### config.mk
export PLATFORM = sky130hd
export DESIGN_NAME = acc_top
export DESIGN_NICKNAME = d
export VERILOG_FILES = /design/src/hw/acc_pkg.sv /design/src/hw/acc_top.sv
export VERILOG_INCLUDE_DIRS = /design/src /design/src/hw
export SDC_FILE = /design/constraint.sdc
export NUM_CORES = 1
export LEC_CHECK = 0
export BUFFER_PORTS_ARGS = -buffer_cell sky130_fd_sc_hd__buf_2
export CORE_ASPECT_RATIO = 1.5
export CORE_MARGIN = 2
export CORE_UTILIZATION = 35
export CTS_CLUSTER_SIZE = 14
export DETAILED_ROUTE_END_ITERATION = 8
export RECOVER_POWER = 25
export SYNTH_ARGS = -nofsm -noshare
export SYNTH_HDL_FRONTEND = slang
export SYNTH_SLANG_ARGS = --single-unit
### constraint.sdc
create_clock -name CLK -period 4.9 [get_ports CLK]
set_input_delay 0.245 -clock CLK [delete_from_list [all_inputs] [get_ports CLK]]
set_output_delay 0.245 -clock CLK [all_outputs]
set_load 0.005 [all_outputs]
### src/hw/acc_consts.svh
// register offsets, field positions, reset values and timing counts
`ifndef ACC_CONSTS_SVH
`define ACC_CONSTS_SVH
`define ACC_OFF_RUN     8'h61
`define ACC_OFF_MODE    8'h62
`define ACC_OFF_CORE    8'h64
`define ACC_OFF_AVG     8'h68
`define ACC_OFF_STATUS  8'h6A
`define ACC_OFF_LINK    8'h70
`define ACC_OFF_IRQ_ST  8'h71
`define ACC_OFF_IRQ_MSK 8'h72
`define ACC_RST_RUN     8'h01
`define ACC_RST_MODE    8'h01
`define ACC_RST_CORE    8'h02
`define ACC_RST_AVG     8'h61
`define ACC_BIT_BGOS    3
`define ACC_BIT_OS      2
`define ACC_BIT_BG      1
`define ACC_BIT_FG      0
`define ACC_FG_BASE     16
`define ACC_BG_PHASE    64
`endif

### src/hw/acc_pkg.sv
// types shared by the calibration control block
package acc_pkg;
  typedef enum logic [2:0] {
    ACC_HOLD, ACC_START, ACC_FG, ACC_DONE, ACC_BG
  } acc_state_t;
endpackage

### src/hw/acc_top.sv
// calibration run control, mode, core select and averaging registers
`timescale 1ns/1ps
`include "acc_consts.svh"
module acc_top
  import acc_pkg::*;
#(
  parameter int FG_CYCLES = `ACC_FG_BASE,
  parameter int BG_PHASE  = `ACC_BG_PHASE
) (
  // clock and reset
  input  wire logic       CLK,
  input  wire logic       RST_B,
  // register port
  input  wire logic [7:0] ADDR,
  input  wire logic [7:0] WDATA,
  input  wire logic       WR,
  input  wire logic       RD,
  output logic      [7:0] RDATA,
  // calibration engine controls
  output logic            CAL_RESET_B,
  output logic            DIV_RESET_B,
  output logic            FG_RUN,
  output logic            FG_OFFSET_TRIM,
  output logic            BG_RUN,
  output logic            BG_OFFSET_TRIM,
  output logic      [1:0] IDLE_CORE,
  output logic      [2:0] OFFSET_AVERAGING_DEPTH,
  output logic      [2:0] LINEARITY_AVERAGING_DEPTH,
  output logic            SERIAL_LINK_ENABLE,
  // background halt request and interrupt
  input  wire logic       BG_HALT_REQ,
  output logic            IRQ
);
  // refuse counts whose longest run overflows the 16-bit foreground timer
  if (FG_CYCLES < 1 || FG_CYCLES > 512 || BG_PHASE < 1 ||
      BG_PHASE > 65535) begin : g_bad_counts
    $error("acc_top: cycle counts out of range");
  end

  logic       rst_m_r, rst_s_r;
  logic       run_r;
  logic [3:0] mode_r;
  logic [1:0] core_r;
  logic [2:0] offset_averaging_depth_r, lin_avg_r;
  logic [3:0] act_mode_r;
  logic [1:0] act_core_r;
  logic [2:0] act_os_r, act_lin_r;
  logic       run_d_r, link_r;
  logic       foreground_complete_r, halted_r;
  logic [1:0] irq_st_r, irq_msk_r;
  logic [15:0] cnt_r;
  logic       halt_1_r, halt_2_r, halt_3_r, halt_r;
  acc_state_t st_r, st_nxt;
  logic       wr_run, wr_mode, wr_core, wr_avg, start;

  function automatic logic hit(input logic [7:0] a, input logic [7:0] o);
    hit = (a == o);
  endfunction

  // reset release through two flip-flops
  always_ff @(posedge CLK or negedge RST_B) begin
    if (!RST_B) begin
      rst_m_r <= 1'b0;
      rst_s_r <= 1'b0;
    end else begin
      rst_m_r <= 1'b1;
      rst_s_r <= rst_m_r;
    end
  end

  assign wr_run  = WR && hit(ADDR, `ACC_OFF_RUN);
  assign wr_mode = WR && hit(ADDR, `ACC_OFF_MODE);
  assign wr_core = WR && hit(ADDR, `ACC_OFF_CORE);
  assign wr_avg  = WR && hit(ADDR, `ACC_OFF_AVG);
  assign start   = run_r && !run_d_r; // rising edge of run bit

  // software registers
  always_ff @(posedge CLK or negedge rst_s_r) begin
    if (!rst_s_r) begin
      run_r     <= 1'(`ACC_RST_RUN);
      mode_r    <= 4'(`ACC_RST_MODE);
      core_r    <= 2'(`ACC_RST_CORE);
      offset_averaging_depth_r  <= 3'(`ACC_RST_AVG >> 4);
      lin_avg_r <= 3'(`ACC_RST_AVG);
      link_r    <= 1'b0;
      irq_msk_r <= 2'h0;
    end else begin
      if (wr_run) run_r <= WDATA[0];
      if (wr_mode) mode_r <= WDATA[3:0];
      if (wr_core) core_r <= WDATA[1:0];
      if (wr_avg) begin
        offset_averaging_depth_r  <= WDATA[6:4];
        lin_avg_r <= WDATA[2:0];
      end
      if (WR && hit(ADDR, `ACC_OFF_LINK)) link_r <= WDATA[0];
      if (WR && hit(ADDR, `ACC_OFF_IRQ_MSK)) irq_msk_r <= WDATA[1:0];
    end
  end

  // settings latched at each calibration start
  always_ff @(posedge CLK or negedge rst_s_r) begin
    if (!rst_s_r) begin
      run_d_r    <= 1'b0;
      act_mode_r <= 4'(`ACC_RST_MODE);
      act_core_r <= 2'(`ACC_RST_CORE);
      act_os_r   <= 3'(`ACC_RST_AVG >> 4);
      act_lin_r  <= 3'(`ACC_RST_AVG);
    end else begin
      run_d_r <= run_r;
      if (start) begin
        act_mode_r <= mode_r;
        act_core_r <= core_r;
        act_os_r   <= offset_averaging_depth_r;
        act_lin_r  <= lin_avg_r;
      end
    end
  end

  // background halt request from the engine side, three-stage sampled
  always_ff @(posedge CLK or negedge rst_s_r) begin
    if (!rst_s_r) begin
      halt_1_r <= 1'b0;
      halt_2_r <= 1'b0;
      halt_3_r <= 1'b0;
      halt_r   <= 1'b0;
    end else begin
      halt_1_r <= BG_HALT_REQ;
      halt_2_r <= halt_1_r;
      halt_3_r <= halt_2_r;
      if (halt_2_r == halt_3_r) halt_r <= halt_3_r;
    end
  end

  // sequencer next state
  always_comb begin
    st_nxt = st_r;
    unique case (st_r)
      ACC_HOLD:  if (run_r) st_nxt = ACC_START;
      ACC_START: st_nxt = act_mode_r[`ACC_BIT_FG] ? ACC_FG : ACC_DONE;
      ACC_FG:    if (cnt_r == 16'd0) st_nxt = ACC_DONE;
      ACC_DONE:  st_nxt = act_mode_r[`ACC_BIT_BG] ? ACC_BG : ACC_DONE;
      ACC_BG:    st_nxt = ACC_BG;
      default:   st_nxt = ACC_HOLD;
    endcase
    if (!run_r) st_nxt = ACC_HOLD;
  end

  // sequencer state, foreground timer and status flags
  always_ff @(posedge CLK or negedge rst_s_r) begin
    if (!rst_s_r) begin
      st_r      <= ACC_HOLD;
      cnt_r     <= 16'd0;
      foreground_complete_r <= 1'b0;
      halted_r  <= 1'b0;
    end else begin
      st_r <= st_nxt;
      if (st_nxt == ACC_FG && st_r != ACC_FG)
        cnt_r <= 16'((FG_CYCLES << act_lin_r) - 1);
      else if (cnt_r != 16'd0)
        cnt_r <= cnt_r - 16'd1;
      foreground_complete_r <= (st_nxt == ACC_DONE) || (st_nxt == ACC_BG);
      // halted follows request in background, or done without it
      halted_r <= (st_nxt == ACC_BG) ? halt_r :
                  (st_nxt == ACC_DONE) && !act_mode_r[`ACC_BIT_BG];
    end
  end

  // interrupt status: set wins over write-one clear
  always_ff @(posedge CLK or negedge rst_s_r) begin
    if (!rst_s_r) begin
      irq_st_r <= 2'h0;
    end else begin
      irq_st_r <= (irq_st_r &
                   ~((WR && hit(ADDR, `ACC_OFF_IRQ_ST)) ?
                     WDATA[1:0] : 2'h0)) |
                  {(st_nxt == ACC_BG) && halt_r && !halted_r,
                   (st_nxt inside {ACC_DONE, ACC_BG}) && !foreground_complete_r};
    end
  end

  // registered outputs
  always_ff @(posedge CLK or negedge rst_s_r) begin
    if (!rst_s_r) begin
      CAL_RESET_B               <= 1'b0;
      DIV_RESET_B               <= 1'b0;
      FG_RUN                    <= 1'b0;
      FG_OFFSET_TRIM            <= 1'b0;
      BG_RUN                    <= 1'b0;
      BG_OFFSET_TRIM            <= 1'b0;
      IDLE_CORE                 <= 2'(`ACC_RST_CORE);
      OFFSET_AVERAGING_DEPTH    <= 3'(`ACC_RST_AVG >> 4);
      LINEARITY_AVERAGING_DEPTH <= 3'(`ACC_RST_AVG);
      SERIAL_LINK_ENABLE        <= 1'b0;
      IRQ                       <= 1'b0;
      RDATA                     <= 8'h00;
    end else begin
      CAL_RESET_B    <= run_r;
      DIV_RESET_B    <= run_r;
      FG_RUN         <= (st_nxt == ACC_FG);
      FG_OFFSET_TRIM <= (st_nxt == ACC_FG) &&
                        act_mode_r[`ACC_BIT_OS];
      BG_RUN         <= (st_nxt == ACC_BG) && !halt_r;
      BG_OFFSET_TRIM <= (st_nxt == ACC_BG) && !halt_r &&
                        act_mode_r[`ACC_BIT_BGOS];
      IDLE_CORE      <= act_core_r;
      OFFSET_AVERAGING_DEPTH    <= act_os_r;
      LINEARITY_AVERAGING_DEPTH <= act_lin_r;
      SERIAL_LINK_ENABLE <= link_r && run_r;
      IRQ <= |(irq_st_r & ~irq_msk_r); // a set mask bit blocks
      RDATA <= 8'h00;
      if (RD) begin
        unique case (ADDR)
          `ACC_OFF_RUN:     RDATA <= {7'h00, run_r};
          `ACC_OFF_MODE:    RDATA <= {4'h0, mode_r};
          `ACC_OFF_CORE:    RDATA <= {6'h00, core_r};
          `ACC_OFF_AVG:     RDATA <= {1'b0, offset_averaging_depth_r, 1'b0, lin_avg_r};
          `ACC_OFF_STATUS:  RDATA <= {6'h00, halted_r, foreground_complete_r};
          `ACC_OFF_LINK:    RDATA <= {7'h00, link_r};
          `ACC_OFF_IRQ_ST:  RDATA <= {6'h00, irq_st_r};
          `ACC_OFF_IRQ_MSK: RDATA <= {6'h00, irq_msk_r};
          default:          RDATA <= 8'h00;
        endcase
      end
    end
  end
endmodule

==> metrics.txt, run 1 <==
Post-synth EDFFs=0; Vias=2455; Period minus WS final=2.942 ns; io pins=45; WL per Instance=14.78 µm; post-route cell area=4096 µm²; Slew @ Worst Pin=2.962 ns; vias in the first global route=2507; CTS HTree Levels=3; Max VDD drop=257.8 µV; area grow syn2layout=17.18%; Seq cells post-synth=79; Final Max Tran Viols=78; largest net degree at the start of global routing=78; Total Wirelength=7.111 mm; Hold Crit Class=input port to register; GR Overflow Total=0; worst path required time=4.68 ns; synthesized area per cell=10.86 µm²; sequential share of the synthesized area=57.09%; failing checks=capacitance limit, slew limit; initial antenna violation count=0; count leader, synth=dfrtp_1; Worst Min Path Start=BG_HALT_REQ; syn_nets=345; WP data arrival=2.73 ns; I/O Buffers=42; largest cells by area after synthesis=dfrtp_1 (46%), dfstp_2 (11%), mux2_2 (6.1%), o21ai_0 (3.4%), nand2_1 (3.0%); final worst slack=1.958 ns; TritonCTS Buffers=9; DRT Pass-1 Iters=4; worst r2r dst=cnt_r[11]; TritonCTS clock tree=done; Rel. slew slack=-97.49%; fraction of layout cells with a size suffix above 1=24.32%; n_diodes=0; Power Total=1.453 mW; f_max=0.3399 GHz; # rows=44; Synth Warn #=0; end of the critical path=cnt_r[11]; Pleak=1.851 nW; crit path launch=rst_s_r; outcome=complete, but fails checks; CTS Sinks=79; asr flop ratio synth=100.0%; overall die height=126.4 µm; Clock Latency Late Sink=0.33 ns; DRT iter0 DRCs=134; Cell Pwr Density=354.6 nW/µm²; Placed Area=3790 µm²; postcts setup bufs=0; met3 routed WL=221 µm; Longest Clk Path Bufs=2; Post-DRT Antenna Nets=0; DRC violations left=0; WS Path Type=register to async pin; DIE WIDTH=85.60 µm; unrepaired setup endpoints after global routing=false; Post-Synthesis Cell Area=3496 µm²; cells after synthesis=322; area share of the largest cell type after synthesis=45.81%; most common flop cell mapped by yosys=dfrtp_1; CTS root buf=clkbuf_16; Startpoint Class=register; Worst Reg-to-Reg Cells=0; R2R setup slack=1.96 ns; die area=10820 µm²; top sig layer=met4; worst hold slack=0.03311 ns; worst r2r src=rst_s_r; Layout Skew=0.008055 ns; setup_tns=0 ns; Max-cap violations=1; DP HPWL=5.099 mm; Commonest cells post-synth=dfrtp_1 (64), nand2_1 (28), o21ai_0 (24); met2 routed WL=3.610 mm; core area=9689 µm²; Worst path depth=0; worst-path maximum fanout=77; Final #Nets=384; post-synthesis cell type count=52; RePlAce Congestion=0.8991; global-route wire length before repair=11.97 mm; Vias/cell=5.104; Final setup violation count=0; Total Routing Usage GR=14.08%; Synth area leader=dfrtp_1; Final period util=60.05%; crit end category=async pin; DRT met1 WL=3.116 mm; starting density of the core=36.08%; clock slew at reported path FFs=0.06 ns; Final Hold Fails=0; pre-CTS WS=2.554 ns
layer usage:
layer / GRT usage (%) / vias to the layer above
li1: - / 1197
met2: 23.30 / 51
met3: 3.318 / 13
met1: 17.59 / 1194
met4: 5.789 / 0
met5: 0 / -
report_power, final:
part	switching, mW	internal [mW]
Clock	0.260	0.410
Combinational	0.0363	0.0350
Sequential	0.0313	0.680
Total	0.328	1.12
area by class of cell:
type	instances	area, µm²
Multi-Input combinational cell	213	1380
Clock buffer	10	239.0
Timing Repair Buffer	43	211.5
Sequential cell	79	1996
Clock inverter	6	70.07
Fill cell	943	5593
Tap cell	115	143.9
Inverter	15	56.30
through the flow:
| step | utilization (%) | std cells |
|---|---|---|
| after CTS | 42.41 | 481 |
| after global placement | 39.11 | 464 |
| final | 42.28 | 481 |
| after detailed placement | 39.11 | 464 |
| after global routing | 42.28 | 481 |
| after floorplan | - | 322 |
placed cells by master, fill, tap and decap left out, types with 4 or more instances in the layout:
cell       netlist  routed
xnor2_1          6       6
dfstp_2         15      11
dfrtp_1         64      64
mux2i_1          4       4
nor2b_1          5       5
clkbuf_16        0       9
nand3_1          9       9
clkbuf_1        12       7
nor2_1          22      22
xor2_1           6       6
and3_1           4       4
mux2_2          19      19
and2_1           4       4
a21oi_1         14      14
nor4_1           5       5
buf_2            0      35
inv_1           15      15
nand2_1         28      28
nor3_1           8       8
dfstp_1          0       4
o21ai_1          4       4
o21ai_0         24      24
logic make-up after synthesis:
family | count (synthesis) | synth area share [%]
mux | 23 | 7.266
buf+inv | 30 | 3.435
compound gates | 58 | 9.843
other cells | 2 | 0.2148
flops | 79 | 57.09
xor+xnor | 12 | 3.006
fa+ha+maj | 3 | 1.002
simple gates | 115 | 18.15
what timing repair did:
item                      CTS  global route
hold buffers                1             0
hold endpoints to repair    2             0
gates resized for setup     0             0
registers in the layout, indices dropped and copies added (netlist names), 2 cells and up:
register / count
act_lin_r: 3
RDATA: 7
core_r: 2
offset_averaging_depth_r: 3
act_core_r: 2
lin_avg_r: 3
LINEARITY_AVERAGING_DEPTH: 3
OFFSET_AVERAGING_DEPTH: 3
irq_msk_r: 2
act_os_r: 3
act_mode_r: 4
irq_st_r: 2
IDLE_CORE: 2
mode_r: 4
st_r: 3
cnt_r: 16
how the worst min path moves through the flow:
stage | cells after the start | endpoint | slack (ns)
floorplan | 0 | rst_m_r | -0.05
global placement | 1 | rst_m_r | 0.03
detailed placement | 1 | rst_m_r | 0.04
CTS | 1 | halt_1_r | 0.03
global route | 1 | halt_1_r | 0.02
finish | 1 | halt_1_r | 0.03
Power figures use the tool's default switching activity.
==> run 2, diff against run 1 <==
- clock period: 4.9 -> 3.1 ns (I/O delays scaled with it)
==> run 2 against run 1 <==
The flow now finishes without violations. Via count is essentially flat. Sequential cell count is the same. Combinational power grew 60%. Non-clock buffer count grew 1. Clock skew grew 0.0011 ns. Utilization shrank 0.39 points. Cell area shrank 0.92%. First-iteration DRC count grew 9.7%. Register-to-register slack lost 1.2 ns. Critical path depth grew 7. Wire length grew 1.1%. Sequential power grew 58%.
==> metrics.txt, run 2 (synthesized netlist as in run 1, its figures left out) <==
overall die height=126.4 µm; WL per Instance=14.94 µm; WS Path Type=register to register; Cell Pwr Density=536.9 nW/µm²; Buffers & Inverters on Critical Path=1; Most flops, register=cnt_r; CTS root buf=clkbuf_16; Final #Nets=385; Worst Reg-to-Reg Cells=7; worst path required time=3.35 ns; Largest delay share family, worst path=simple AND/OR/NAND/NOR gates; Slew @ Worst Pin=0.9729 ns; Final setup violation count=0; CTS HTree Levels=3; largest net degree at the start of global routing=78; most frequent cells in the layout=dfrtp_1 (63), buf_2 (29), nand2_1 (28), o21ai_0 (24), nor2_1 (22); Worst path depth=7; DRC violations left=0; worst r2r src=cnt_r[0]; setup_tns=0 ns; Vias=2456; WP data arrival=2.60 ns; n_diodes=0; die area=10820 µm²; Clock Latency Late Sink=0.33 ns; post-CTS sizing=0; Hold Crit Class=input port to register; Max-cap violations=0; Period minus WS final=2.351 ns; Post-DRT Antenna Nets=0; GR Overflow Total=0; TritonCTS Buffers=9; Total Wirelength=7.187 mm; Layout Skew=0.009159 ns; unrepaired setup endpoints after global routing=false; Longest Clk Path Bufs=2; cell-internal power=1.668 mW; worst-path maximum fanout=8; global-route wire length before repair=11.96 mm; DP Cell Count=464; Startpoint Class=register; sw power=0.5113 mW; DP HPWL=5.069 mm; CTS Sinks=79; Final period util=75.85%; Power Total=2.179 mW; clock slew at reported path FFs=0.06 ns; R2R setup slack=0.75 ns; worst hold slack=0.05421 ns; io pins=45; DIE WIDTH=85.60 µm; Max VDD drop=355.1 µV; initial antenna violation count=0; Clk pwr share=43.2%; final std cells w/o fill=481; Final Hold Fails=0; DRT Pass-1 Iters=6; final core utilization=41.89%; Rel. slew slack=35.14%; Total Routing Usage GR=14.15%; # rows=44; Vias/cell=5.106; Worst path slowest cell=or4b_1; starting density of the core=36.08%; worst r2r dst=cnt_r[1]; core area=9689 µm²; commonest non-fill, non-tap cell in the layout=dfrtp_1; end of the critical path=cnt_r[1]; crit path launch=cnt_r[0]; crit end category=register; vias in the first global route=2461; I/O Buffers=42; largest stage delay on the critical path=0.56 ns; logic gate share of total power=5.2%; Reg power frac=51.6%; TritonCTS clock tree=done; Pleak=1.807 nW; cells along the critical path=inv_1 -> ha_1 -> or4b_1 -> nor4_1 -> nand2_2 -> and2_0 -> o21ai_1; area grow syn2layout=16.11%; fraction of layout cells with a size suffix above 1=22.13%; f_max=0.4253 GHz; fillcell total=927; outcome=finished, final reports clean; RePlAce Congestion=0.9109; switching part of the total power=23.46%; Largest regs=cnt_r: 16 flops, RDATA: 7 flops; number of flip-flops in the largest register=16; Final Max Tran Viols=0; DRT iter0 DRCs=147
run 2: cell count changes in the layout (fill, tap and decap cells not counted), sizes merged:
cell         change
dlygate4sd3      +1
bufinv           -1
clkbuf           +6
buf              -6
run 2: power groups by stage:
stage | clock network, mW | registers, mW | logic, mW
after floorplan | 0 | 1.13 | 0.0821
after global placement | 0 | 1.14 | 0.110
after detailed placement | 0 | 1.15 | 0.113
after CTS | 0.962 | 1.13 | 0.115
after global routing | 1.01 | 1.13 | 0.130
final | 0.941 | 1.12 | 0.114
run 2: per-layer routing:
metal  track usage, %  part of all wire [%]  up-vias
met1            17.99                    44     1183
met2            22.93                    50       63
met3            2.668                   3.5       15
li1                 -                     -     1195
met5                0                     0        -
met4            7.096                   2.7        0
run 2: per-stage QoR:
stage	area [µm²]	worst slack, ns
after floorplan	3496	0.7631
after global placement	3790	0.7736
after detailed placement	3790	0.7626
after CTS	4075	0.7177
after global routing	4059	0.5398
final	4059	0.7487
run 2: worst min path at each step:
stage | from | to | slack, ns | depth (start not counted)
2_1_floorplan | RST_B | rst_m_r | -0.14 | 0
3_3_place_gp | RST_B | rst_m_r | -0.06 | 1
3_5_place_dp | RST_B | rst_m_r | -0.06 | 1
4_1_cts | WDATA[5] | offset_averaging_depth_r[1] | 0.05 | 2
5_1_grt | WDATA[6] | offset_averaging_depth_r[2] | 0.06 | 2
6_report | WDATA[5] | offset_averaging_depth_r[1] | 0.05 | 2
run 2: repair_timing:
item,CTS,global route
buffers inserted,0,0
hold buffers,2,0
hold endpoints to repair,3,0
run 2: worst register-to-register path, stage by stage, from the launching register on:
cell     delay (ns)
dfrtp_1        0.40
inv_1          0.08
ha_1           0.19
or4b_1         0.56
nor4_1         0.43
nand2_2        0.25
and2_0         0.25
o21ai_1        0.12
run 2: area by class of cell:
cell class                 instances  area [µm²]  area share, %
clock buffer                      10       229.0          5.641
multi-input combinational        213        1380          34.00
tap                              115       143.9          3.545
clock inverter                     5       36.28         0.8940
inverter                          15       56.30          1.387
sequential                        79        1999          49.26
timing repair buffer              44       214.0          5.271
